## src/design/comparator_control_map.svh

```systemverilog
// Register map, field positions, reset values and counts of the comparator
// channel control block. Assumes a 32-bit APB bus, one word per register.
`ifndef COMPARATOR_CONTROL_MAP_SVH
`define COMPARATOR_CONTROL_MAP_SVH

// ************************************************************
// Addressing
// ************************************************************
`define CCL_ADDR_W          12
`define CCL_CTRL_ADDR       12'h000
`define CCL_DATA_ZERO       32'h0000_0000
`define CCL_CTRL_RESET      14'h0000

// ************************************************************
// Control register bit positions
// ************************************************************
`define CCL_BIT_ON          15
`define CCL_BIT_IDLE_STOP   13
`define CCL_HYS_HI          12
`define CCL_HYS_LO          11
`define CCL_BIT_FILTER_EN   10
`define CCL_BIT_FCLK_SEL    9
`define CCL_BIT_DAC_OE      8
`define CCL_INPUT_SOURCE_SELECT_HI        7
`define CCL_INPUT_SOURCE_SELECT_LO        6
`define CCL_BIT_EXT_REF     5
`define CCL_BIT_HYS_EDGE    4
`define CCL_BIT_STATE       3
`define CCL_BIT_ALT_INPUT   2
`define CCL_BIT_INVERT      1
`define CCL_BIT_RANGE       0
`define CCL_LANE_LO         0
`define CCL_LANE_HI         1

// ************************************************************
// Input selection, one-hot towards the analog multiplexer
// ************************************************************
`define CCL_SEL_NONE        6'h00
`define CCL_SEL_PIN_A       6'h01
`define CCL_SEL_PIN_B       6'h02
`define CCL_SEL_PIN_C       6'h04
`define CCL_SEL_PIN_D       6'h08
`define CCL_SEL_AMP_1       6'h10
`define CCL_SEL_AMP_2       6'h20

// ************************************************************
// Stretcher and filter counts
// ************************************************************
`define CCL_STRETCH_LOAD    2'h2
`define CCL_COUNT_ZERO      2'h0
`define CCL_COUNT_ONE       2'h1
`define CCL_FILTER_LAST     2'h2

`endif

```

## src/design/comparator_control_pkg.sv

```systemverilog
// Types shared by the comparator channel control block.
// Assumes the constants of comparator_control_map.svh.
package comparator_control_pkg;

    // ************************************************************
    // Stored control fields
    // ************************************************************
    typedef struct packed {
        logic       comparator_on;
        logic       idle_stop;
        logic [1:0] hysteresis_level;
        logic       filter_enable;
        logic       filter_clock_select;
        logic       dac_pin_output_enable;
        logic [1:0] input_source_select;
        logic       external_reference_select;
        logic       hysteresis_edge;
        logic       alternate_input_select;
        logic       output_invert;
        logic       dac_range_supply;
    } ctrl_s;

    // Settings handed to the analog comparator and its DAC
    typedef struct packed {
        logic [1:0] hysteresis_level;
        logic       hysteresis_edge;
        logic       dac_pin_connect;
        logic       external_reference_select;
        logic       dac_range_supply;
        logic [5:0] input_select;
    } analog_cfg_s;

    typedef enum logic [1:0] {
        BUS_IDLE   = 2'b00,
        BUS_ACCESS = 2'b01
    } bus_state_e;

endpackage : comparator_control_pkg

```

## src/design/comparator_level_filter.sv

```systemverilog
// Digital glitch filter for the comparator output.
// Assumes i_step is a one-cycle qualifier from the selected filter clock.
`timescale 1ns/1ps
`include "comparator_control_map.svh"

module comparator_level_filter (
    input  wire logic i_clk_sys,
    input  wire logic i_reset,
    input  wire logic i_step,
    input  wire logic i_level,
    output logic      o_level
);

    logic [1:0] stable_count;

    // ************************************************************
    // Level qualification
    // ************************************************************
    // Any cycle that agrees with the output restarts the count, so a
    // level must differ on three filter steps without a break to pass.
    always_ff @(posedge i_clk_sys) begin
        if (i_reset) begin
            stable_count <= `CCL_COUNT_ZERO;
            o_level      <= 1'b0;
        end else if (i_level == o_level) begin
            stable_count <= `CCL_COUNT_ZERO;
        end else if (i_step) begin
            if (stable_count == `CCL_FILTER_LAST) begin
                o_level      <= i_level;
                stable_count <= `CCL_COUNT_ZERO;
            end else begin
                stable_count <= stable_count + `CCL_COUNT_ONE;
            end
        end
    end

endmodule : comparator_level_filter

```

## src/design/comparator_control_logic.sv

```systemverilog
// Control register and digital output path of one comparator channel.
// Assumes an APB master on i_clk_sys and a comparator output already
// synchronous to that clock; the PWM clock arrives as a one-cycle tick.
`timescale 1ns/1ps
`include "comparator_control_map.svh"

module comparator_control_logic (
    input  wire logic                                i_clk_sys,
    input  wire logic                                i_reset,
    input  wire logic                                i_psel,
    input  wire logic                                i_penable,
    input  wire logic                                i_pwrite,
    input  wire logic [`CCL_ADDR_W-1:0]              i_paddr,
    input  wire logic [31:0]                         i_pwdata,
    input  wire logic [3:0]                          i_pstrb,
    output logic      [31:0]                         o_prdata,
    output logic                                     o_pready,
    output logic                                     o_pslverr,
    input  wire logic                                i_idle_mode,
    input  wire logic                                i_other_idle_stop,
    input  wire logic                                i_pwm_clock_tick,
    input  wire logic                                i_comparator_raw,
    output logic                                     o_idle_stop,
    output logic                                     o_comparator_enable,
    output comparator_control_pkg::analog_cfg_s      o_analog_config,
    output logic                                     o_comparator_out
);

    comparator_control_pkg::ctrl_s      ctrl;
    comparator_control_pkg::bus_state_e bus_state;
    logic                               active;
    logic                               polarity_level;
    logic                               stretched;
    logic [1:0]                         stretch_count;
    logic                               step;
    logic                               filtered;
    logic                               bus_setup;
    logic                               bus_write;
    logic                               addr_hit;

    // ************************************************************
    // Decode helpers
    // ************************************************************
    // Reserved alternate codes select nothing, so no input is connected
    function automatic logic [5:0] input_decode(input logic alt, input logic [1:0] sel);
        logic [5:0] onehot;
        onehot = `CCL_SEL_NONE;
        if (alt) begin
            case (sel)
                2'h0:    onehot = `CCL_SEL_AMP_1;
                2'h1:    onehot = `CCL_SEL_AMP_2;
                default: onehot = `CCL_SEL_NONE;
            endcase
        end else begin
            case (sel)
                2'h0:    onehot = `CCL_SEL_PIN_A;
                2'h1:    onehot = `CCL_SEL_PIN_B;
                2'h2:    onehot = `CCL_SEL_PIN_C;
                default: onehot = `CCL_SEL_PIN_D;
            endcase
        end
        return onehot;
    endfunction : input_decode

    // Read image; bit 14 and everything above bit 15 stay zero
    function automatic logic [31:0] read_image(input comparator_control_pkg::ctrl_s c,
                                               input logic state);
        logic [31:0] image;
        image = `CCL_DATA_ZERO;
        image[`CCL_BIT_ON]                 = c.comparator_on;
        image[`CCL_BIT_IDLE_STOP]          = c.idle_stop;
        image[`CCL_HYS_HI:`CCL_HYS_LO]     = c.hysteresis_level;
        image[`CCL_BIT_FILTER_EN]          = c.filter_enable;
        image[`CCL_BIT_FCLK_SEL]           = c.filter_clock_select;
        image[`CCL_BIT_DAC_OE]             = c.dac_pin_output_enable;
        image[`CCL_INPUT_SOURCE_SELECT_HI:`CCL_INPUT_SOURCE_SELECT_LO] = c.input_source_select;
        image[`CCL_BIT_EXT_REF]            = c.external_reference_select;
        image[`CCL_BIT_HYS_EDGE]           = c.hysteresis_edge;
        image[`CCL_BIT_STATE]              = state;
        image[`CCL_BIT_ALT_INPUT]          = c.alternate_input_select;
        image[`CCL_BIT_INVERT]             = c.output_invert;
        image[`CCL_BIT_RANGE]              = c.dac_range_supply;
        return image;
    endfunction : read_image

    // ************************************************************
    // APB slave
    // ************************************************************
    // No wait state: pready is registered at the setup edge, so every access
    // ends in its first access cycle, with an output straight from a flop.
    assign bus_setup = i_psel && !i_penable;
    assign bus_write = i_psel && i_penable && o_pready && i_pwrite;
    assign addr_hit  = (i_paddr == `CCL_CTRL_ADDR);

    always_ff @(posedge i_clk_sys) begin
        if (i_reset) begin
            bus_state <= comparator_control_pkg::BUS_IDLE;
            o_pready  <= 1'b0;
            o_pslverr <= 1'b0;
            o_prdata  <= `CCL_DATA_ZERO;
        end else begin
            case (bus_state)
                comparator_control_pkg::BUS_IDLE: begin
                    if (bus_setup) begin
                        bus_state <= comparator_control_pkg::BUS_ACCESS;
                        o_pready  <= 1'b1;
                        o_pslverr <= !addr_hit;
                        o_prdata  <= (addr_hit && !i_pwrite) ?
                                     read_image(ctrl, polarity_level) : `CCL_DATA_ZERO;
                    end
                end
                comparator_control_pkg::BUS_ACCESS: begin
                    bus_state <= comparator_control_pkg::BUS_IDLE;
                    o_pready  <= 1'b0;
                    o_pslverr <= 1'b0;
                    o_prdata  <= `CCL_DATA_ZERO;
                end
                default: begin
                    bus_state <= comparator_control_pkg::BUS_IDLE;
                    o_pready  <= 1'b0;
                end
            endcase
        end
    end

    // ************************************************************
    // Control register
    // ************************************************************
    // Bit 14 has no storage, so writes to it vanish; bit 3 is status only
    always_ff @(posedge i_clk_sys) begin
        if (i_reset) begin
            ctrl <= `CCL_CTRL_RESET;
        end else if (bus_write && addr_hit) begin
            if (i_pstrb[`CCL_LANE_HI]) begin
                ctrl.comparator_on         <= i_pwdata[`CCL_BIT_ON];
                ctrl.idle_stop             <= i_pwdata[`CCL_BIT_IDLE_STOP];
                ctrl.hysteresis_level      <= i_pwdata[`CCL_HYS_HI:`CCL_HYS_LO];
                ctrl.filter_enable         <= i_pwdata[`CCL_BIT_FILTER_EN];
                ctrl.filter_clock_select   <= i_pwdata[`CCL_BIT_FCLK_SEL];
                ctrl.dac_pin_output_enable <= i_pwdata[`CCL_BIT_DAC_OE];
            end
            if (i_pstrb[`CCL_LANE_LO]) begin
                ctrl.input_source_select       <= i_pwdata[`CCL_INPUT_SOURCE_SELECT_HI:`CCL_INPUT_SOURCE_SELECT_LO];
                ctrl.external_reference_select <= i_pwdata[`CCL_BIT_EXT_REF];
                ctrl.hysteresis_edge           <= i_pwdata[`CCL_BIT_HYS_EDGE];
                ctrl.alternate_input_select    <= i_pwdata[`CCL_BIT_ALT_INPUT];
                ctrl.output_invert             <= i_pwdata[`CCL_BIT_INVERT];
                ctrl.dac_range_supply          <= i_pwdata[`CCL_BIT_RANGE];
            end
        end
    end

    // ************************************************************
    // Channel enable and analog settings
    // ************************************************************
    // Idle stop from any channel halts this one as well
    assign active = ctrl.comparator_on &&
                    !(i_idle_mode && (ctrl.idle_stop || i_other_idle_stop));

    always_ff @(posedge i_clk_sys) begin
        if (i_reset) begin
            o_comparator_enable <= 1'b0;
            o_idle_stop         <= 1'b0;
            o_analog_config     <= '0;
        end else begin
            o_comparator_enable                       <= active;
            o_idle_stop                               <= ctrl.idle_stop;
            o_analog_config.hysteresis_level          <= ctrl.hysteresis_level;
            o_analog_config.hysteresis_edge           <= ctrl.hysteresis_edge;
            o_analog_config.dac_pin_connect           <= ctrl.dac_pin_output_enable;
            o_analog_config.external_reference_select <= ctrl.external_reference_select;
            o_analog_config.dac_range_supply          <= ctrl.dac_range_supply;
            o_analog_config.input_select              <=
                input_decode(ctrl.alternate_input_select, ctrl.input_source_select);
        end
    end

    // ************************************************************
    // Polarity and pulse stretcher
    // ************************************************************
    // PWM ticks pace stretcher and filter when selected; tick rate sets width
    assign step = ctrl.filter_clock_select ? i_pwm_clock_tick : 1'b1;

    always_ff @(posedge i_clk_sys) begin
        if (i_reset) begin
            polarity_level <= 1'b0;
        end else begin
            polarity_level <= active && (i_comparator_raw ^ ctrl.output_invert);
        end
    end

    // Reload while high, so the tail counts from the last high sample
    always_ff @(posedge i_clk_sys) begin
        if (i_reset) begin
            stretched     <= 1'b0;
            stretch_count <= `CCL_COUNT_ZERO;
        end else if (polarity_level) begin
            stretched     <= 1'b1;
            stretch_count <= `CCL_STRETCH_LOAD;
        end else if (stretch_count != `CCL_COUNT_ZERO) begin
            stretched <= 1'b1;
            if (step) begin
                stretch_count <= stretch_count - `CCL_COUNT_ONE;
            end
        end else begin
            stretched <= 1'b0;
        end
    end

    // ************************************************************
    // Digital filter and output
    // ************************************************************
    comparator_level_filter u_filter (
        .i_clk_sys (i_clk_sys),
        .i_reset   (i_reset),
        .i_step    (step),
        .i_level   (stretched),
        .o_level   (filtered)
    );

    always_ff @(posedge i_clk_sys) begin
        if (i_reset) begin
            o_comparator_out <= 1'b0;
        end else begin
            o_comparator_out <= active && (ctrl.filter_enable ? filtered : stretched);
        end
    end
endmodule : comparator_control_logic

```

## config.mk

```make
export PLATFORM = sky130hd
export DESIGN_NAME = comparator_control_logic
export DESIGN_NICKNAME = d
export VERILOG_FILES = /design/src/design/comparator_control_pkg.sv /design/src/design/comparator_level_filter.sv /design/src/design/comparator_control_logic.sv
export VERILOG_INCLUDE_DIRS = /design/src /design/src/design
export SDC_FILE = /design/constraint.sdc
export NUM_CORES = 1
export LEC_CHECK = 0
export ABC_CLOCK_PERIOD_IN_PS = 1500
export BUFFER_PORTS_ARGS = -buffer_cell sky130_fd_sc_hd__buf_2
export CORE_ASPECT_RATIO = 0.6
export CORE_UTILIZATION = 44
export CTS_CLUSTER_DIAMETER = 100
export DETAILED_ROUTE_END_ITERATION = 7
export HOLD_SLACK_MARGIN = 0.03
export PLACE_DENSITY = 0.87
export RECOVER_POWER = 25
export REMOVE_ABC_BUFFERS = 1
export SYNTH_ARGS = -nofsm -noshare
export SYNTH_HDL_FRONTEND = slang
export SYNTH_SLANG_ARGS = --single-unit
```

## constraint.sdc

```tcl
create_clock -name i_clk_sys -period 1.5 [get_ports i_clk_sys]
set_input_delay 0.15 -clock i_clk_sys [delete_from_list [all_inputs] [get_ports i_clk_sys]]
set_output_delay 0.15 -clock i_clk_sys [all_outputs]
set_load 0.03 [all_outputs]
```

Word-level counts from Yosys, hierarchy flattened
Index checks and enable logic that the tools add are counted.

Memory bits (writable): 0. Memories kept: 0. Latch bits: 0. Bits of input ports: 57. Bits in read-only memories: 0. Output and inout port bits: 49. Flip-flop bits (word level): 70. Logic and storage cells: 87.

Shifts and indexed selects: 0. Magnitude comparators: 0. Divide/modulo/power cells: 0. Multipliers: 0. Muxes and demuxes: 16. Equality and inequality tests: 5. Reductions and logical operators: 31. $add $sub $neg: 2. Bitwise gates (word level): 3.

Operator list (number): case mux 32 bit (2 select lines) (1); two-way mux 32 bit (1); two-way mux 16 bit (1); logical NOT 12 bit (1); case mux 4 bit (3 select lines) (1); case mux 6 bit (2 select lines) (1); logical AND 1 bit (10); AND reduction 2 bit (5); two-way mux 2 bit (4); nonzero test 2 bit (4); two-way mux 6 bit (1); OR reduction 2 bit (3); two-way mux 1 bit (5); equality test 2 bit, second input constant (2); logical NOT 1 bit (4); logical NOT 2 bit (2); AND reduction 3 bit (1); adder 2 x 1 -> 2 bit, second input constant (1); equality test 2 x 1 -> 1 bit, second input constant (1); inequality test 2 bit, second input constant (1); inverter 1 bit (2); case mux 1 bit (2 select lines) (1); subtractor 2 x 1 -> 2 bit, second input constant (1); equality test 1 bit (1); 2 further kinds (2).

Depth between registers and ports, before layout
Word-level depth: 5. Depth in mapped cells: 6. Mapped depth without buffers: 5.

By module
From an unflattened synthesis, not the netlist that was laid out.

Cell total of the unflattened synthesis: 206. Area total of the unflattened synthesis: 2092.0 um^2.

By module, submodules not included: comparator_control_logic (sequential area each 1001.0 um^2, cells an instance 192, area an instance 1944.4 um^2, times used 1); comparator_level_filter (sequential area each 60.1 um^2, cells an instance 14, area an instance 147.6 um^2, times used 1).

Worst setup path before layout
Ideal clock, no wire load.

Path type: reg2reg. Start point: register bus_state[0] (netlist name). End point: register ctrl[5] in the netlist's numbering. Arrival: 1.422 ns. Data required time: 1.430 ns. Cell stages (with the launch flop): 7. Setup slack: 0.008 ns. Path buffers: 2. Setup time: 0.070 ns. Clock period less this slack: 1.492 ns. Path through: dfxtp_1 -> and4_1 -> and4_1 -> buf_2 -> buf_4 -> nand3_1 -> a21oi_1.

RTL lines: end signal: assignment (RTL line comparator_control_logic.sv:132) `` ctrl <= `CCL_CTRL_RESET; ``; end: declaration (RTL line comparator_control_logic.sv:29) `comparator_control_pkg::ctrl_s ctrl;`.

Worst setup path in the final report
Start point: register bus_state[0]. End point: register o_prdata[1].

Word-level cells in the longest chain between the ends: 3. Elaborated cells between the ends (all ways): 5. Classes of those cells: eq/ne (1); mux (1); reduce/logical (3).

RTL lines: start: declaration (RTL line comparator_control_logic.sv:30) `comparator_control_pkg::bus_state_e bus_state;`; start signal: assignment (RTL line comparator_control_logic.sv:97) `bus_state <= comparator_control_pkg::BUS_IDLE;`; start signal: assignment (RTL line comparator_control_logic.sv:105) `bus_state <= comparator_control_pkg::BUS_ACCESS;`; start signal: assignment (RTL line comparator_control_logic.sv:113) `bus_state <= comparator_control_pkg::BUS_IDLE;`; logical NOT 2 bit (RTL line comparator_control_logic.sv:102) `case (bus_state)`; inequality test 2 bit (no source line) or nonzero test 2 bit (tied branches); AND reduction 2 bit (no source line); end signal: assignment (RTL line comparator_control_logic.sv:100) `` o_prdata <= `CCL_DATA_ZERO; ``; end signal: assignment (RTL line comparator_control_logic.sv:108) `o_prdata <= (addr_hit && !i_pwrite) ?`; end signal: assignment (RTL line comparator_control_logic.sv:116) `` o_prdata <= `CCL_DATA_ZERO; ``; end: declaration (RTL line comparator_control_logic.sv:16) `output logic [31:0] o_prdata,`.

Parallel ways exist; a longest one is shown, timed or not. A chain may end at the register's enable or synchronous reset.

==> results.sh <==
export IMPL_power_leakage_nw=1.125
export IMPL_hold_path_endpoint="bus_state[0]"
export IMPL_final_min_period_over_clock_period_pct=90.10
export IMPL_cts_htree_levels=2
export IMPL_drtAntennaViolNets=0
export IMPL_timing_reg2reg_worst_path_depth=4
export IMPL_ctsResizeCount=0
export IMPL_die_area_um2=4903
export IMPL_drt_initial_drc_count=55
export IMPL_drc=0
export IMPL_drive_gt1_share_pct=33.83
export IMPL_io_buffers=68
export IMPL_tritoncts_num_sinks=53
export IMPL_detailedPlace_worstSlack_ns=0.1309
export IMPL_synthAdderAreaFrac_pct=0.6158
export IMPL_setup_repair_after_global_routing_missed_its_margin="false"
export IMPL_cts_hold_buffers=0
export IMPL_via_count=1560
export IMPL_drt_total_wl_um=4084
export IMPL_final_area_um2=2506
export IMPL_critical_path_reg2reg_startpoint="bus_state[0]"
export IMPL_endpoint_kind="flip-flop"
export IMPL_drt_first_pass_iters=4
export IMPL_synth_top_family_by_area="simple AND/OR/NAND/NOR gates"
export IMPL_seq_power_share_pct=52.3
export IMPL_first_pass_grt_wire_length_um=6637
export IMPL_syn_avg_cell_area_um2=10.37
export IMPL_chipWidth_um=89.73
export IMPL_antenna_cells_inserted=0
export IMPL_hold_path_startpoint="i_reset"
export IMPL_period_minus_slack_ns=1.352
export IMPL_drv_slew=0
export IMPL_min_delay_path_depth=2
export IMPL_synth_compound_area_share_pct=13.67
export IMPL_synth_cell_types=31
export IMPL_globalplace_congestion=0.7481
export IMPL_yosys_mux_area_fraction_pct=1.539
export IMPL_fin_hold_ws_ns=0.09303
export IMPL_worst_slack_ns=0.1484
export IMPL_postSynthRegisterBits=53
export IMPL_postPlaceCellArea_um2=2396
export IMPL_totalPowerFinal_mw=2.816
export IMPL_yosysWarningCount=0
export IMPL_final_net_count=323
export IMPL_clock_root_buffer="sky130_fd_sc_hd__clkbuf_8"
export IMPL_r2r_endpoint="o_prdata[1]"
export IMPL_setup_total_negative_slack_ns=0
export IMPL_p_int_mw=2.141
export IMPL_synth_seq_area_share_pct=52.22
export IMPL_floorplan_io_pins=106
export IMPL_coreArea_um2=4257
export IMPL_crit_path_max_fanout=15
export IMPL_grt_max_degree=33
export IMPL_start_util_pct=47.74
export IMPL_r2r_slack_ns=0.15
export IMPL_mappedNetlistArea_um2=2032
export IMPL_route_detailed_vias_per_inst=4.785
export IMPL_tritoncts="done"
export IMPL_placementRows=18
export IMPL_antenna_found_initial=0
export IMPL_setup_viol_count_final=0
export IMPL_synth_simple_gate_area_share_pct=20.57
export IMPL_routed_wire_length_per_instance_um=12.53
export IMPL_run_status="completed"
export IMPL_cts_buffers_inserted=5
export IMPL_power_switching_share_pct=23.98
export IMPL_worst_ep_arrival_time_ns=1.60
export IMPL_post_cts_buffers=0
export IMPL_synthToLayoutAreaGrowth_pct=23.34
export IMPL_max_clock_path_buffers=2
export IMPL_switching_power_mw=0.6754
export IMPL_synth_cells=196
export IMPL_grt_total_usage_pct=17.95
export IMPL_element_type_at_the_critical_path_start="flip-flop"
export IMPL_power_per_cell_area_nw_per_um2=1124
export IMPL_die_height_um=54.64
export IMPL_setup_clock_skew_after_layout_ns=0.009756
export IMPL_dpl_hpwl_um=3001
export IMPL_synth_xor_xnor_area_share_pct=1.293
export IMPL_timing_fmax_mhz=739.9
export IMPL_grt_overflow_total=0
export IMPL_worst_skew_pair_late_latency_ns=0.30
export IMPL_vdd_drop_max_v=0.0005223
export IMPL_finalHoldViolations=0
export IMPL_max_cap_viol_count=0
export IMPL_share_comb_of_total_power_pct=12.6
export IMPL_grt_pass1_vias=1419
export IMPL_cp_required_ns=1.75
export IMPL_worst_setup_path_type="flip-flop to flip-flop"
export IMPL_clk_transition_reported_paths_ns=0.10
export IMPL_hold_class="primary input to flip-flop"
export IMPL_share_clk_of_total_power_pct=35.1
## cells by family (layout without fill, tap and decap cells)
family,after synthesis,after routing
AOI/OAI and AO/OA,42,42
DFF,53,53
xor gates and xnor gates,3,3
buffers and inverters,33,87
other,1,17
adders and majority gates,1,1
and+or+nand+nor,60,60
muxes,3,3
## per-stage QoR
| stage | instances | utilization, % |
|---|---|---|
| 6_report | 326 | 58.88 |
| 5_1_grt | 326 | 58.88 |
| 3_5_place_dp | 318 | 56.29 |
| 2_1_floorplan | 185 | - |
| 3_3_place_gp | 318 | 56.29 |
| 4_1_cts | 326 | 59.11 |
## critical path, stage by stage, from the launching register on
cell and delay [ns]:
sky130_fd_sc_hd__dfxtp_1 0.35, sky130_fd_sc_hd__nor3b_1 0.35, sky130_fd_sc_hd__nor3b_4 0.29, sky130_fd_sc_hd__buf_12 0.17, sky130_fd_sc_hd__a22o_1 0.15
## cell usage in the layout, fill, tap and decap left out, types with 7 or more instances in the layout
master | netlist | final
sky130_fd_sc_hd__nand3_1 | 7 | 7
sky130_fd_sc_hd__o21ai_0 | 15 | 15
sky130_fd_sc_hd__nor2b_1 | 9 | 9
sky130_fd_sc_hd__nand4b_1 | 7 | 7
sky130_fd_sc_hd__nand2_1 | 7 | 7
sky130_fd_sc_hd__conb_1 | 1 | 17
sky130_fd_sc_hd__a22o_1 | 10 | 10
sky130_fd_sc_hd__nor3_1 | 8 | 7
sky130_fd_sc_hd__dfxtp_1 | 53 | 53
sky130_fd_sc_hd__a21oi_1 | 11 | 11
sky130_fd_sc_hd__buf_2 | 2 | 64
## cell type report
class                      instances  area [um^2]
multi-input combinational        126        829.5
sequential                        53         1061
fill                             370         1750
clock buffer                       6        82.58
tap                               60        75.07
inverter                           6        22.52
timing repair buffer              73        397.9
clock inverter                     2        37.54
## metal layers
metal | wire [um] | track usage, % | vias to the layer above
met5 | 0 | 0 | -
met4 | 29 | 5.738 | 0
met3 | 400 | 5.833 | 5
met2 | 1598 | 27.69 | 80
met1 | 2054 | 24.08 | 681
li1 | - | - | 794
## cells in the mapped netlist, drive strengths merged
cell,count,area (um^2)
dfxtp,53,1061
buf,21,156.4
a22o,16,147.6
o21ai,15,75.07
a21oi,11,55.05
nor2b,9,56.30
nand3,8,45.04
nor3,8,40.04
nand2,7,26.28
nand4b,7,61.31
clkbuf,6,22.52
inv,6,22.52
nor2,6,22.52
nor3b,4,46.29
nor4,4,70.07
nand2b,3,18.77
xnor2,3,26.28
and4,2,17.52
mux2i,2,20.02
conb,1,3.750
ha,1,12.51
mux2,1,11.26
nand3b,1,7.510
nand4,1,6.260
## how the worst max path moves through the flow
stage / start / endpoint / slack, ns / cells after the start
after CTS: stretch_count[0] / stretch_count[1] / 0.16 / 5
after detailed placement: i_paddr[5] / o_prdata[2] / 0.13 / 6
final: bus_state[0] / o_prdata[1] / 0.15 / 4
after floorplan: bus_state[0] / o_prdata[15] / -0.18 / 2
after global routing: bus_state[0] / o_prdata[1] / 0.04 / 4
after global placement: i_paddr[5] / o_prdata[0] / 0.14 / 6
## registers in the layout (all words and copies together) (netlist names)
register               flops
o_prdata                  15
ctrl                      14
o_analog_config           12
stretch_count              2
u_filter.stable_count      2
bus_state                  1
o_comparator_enable        1
o_comparator_out           1
o_idle_stop                1
o_pslverr                  1
polarity_level             1
stretched                  1
u_filter.o_level           1
## power by group through the flow
stage               Clock (mW)  Combinational (mW)  Sequential [mW]
floorplan                    0               0.227             1.51
global placement             0               0.341             1.51
detailed placement           0               0.354             1.51
CTS                       1.02               0.357             1.47
global route              1.10               0.394             1.48
finish                   0.988               0.355             1.47
Power figures use the tool's default switching activity.
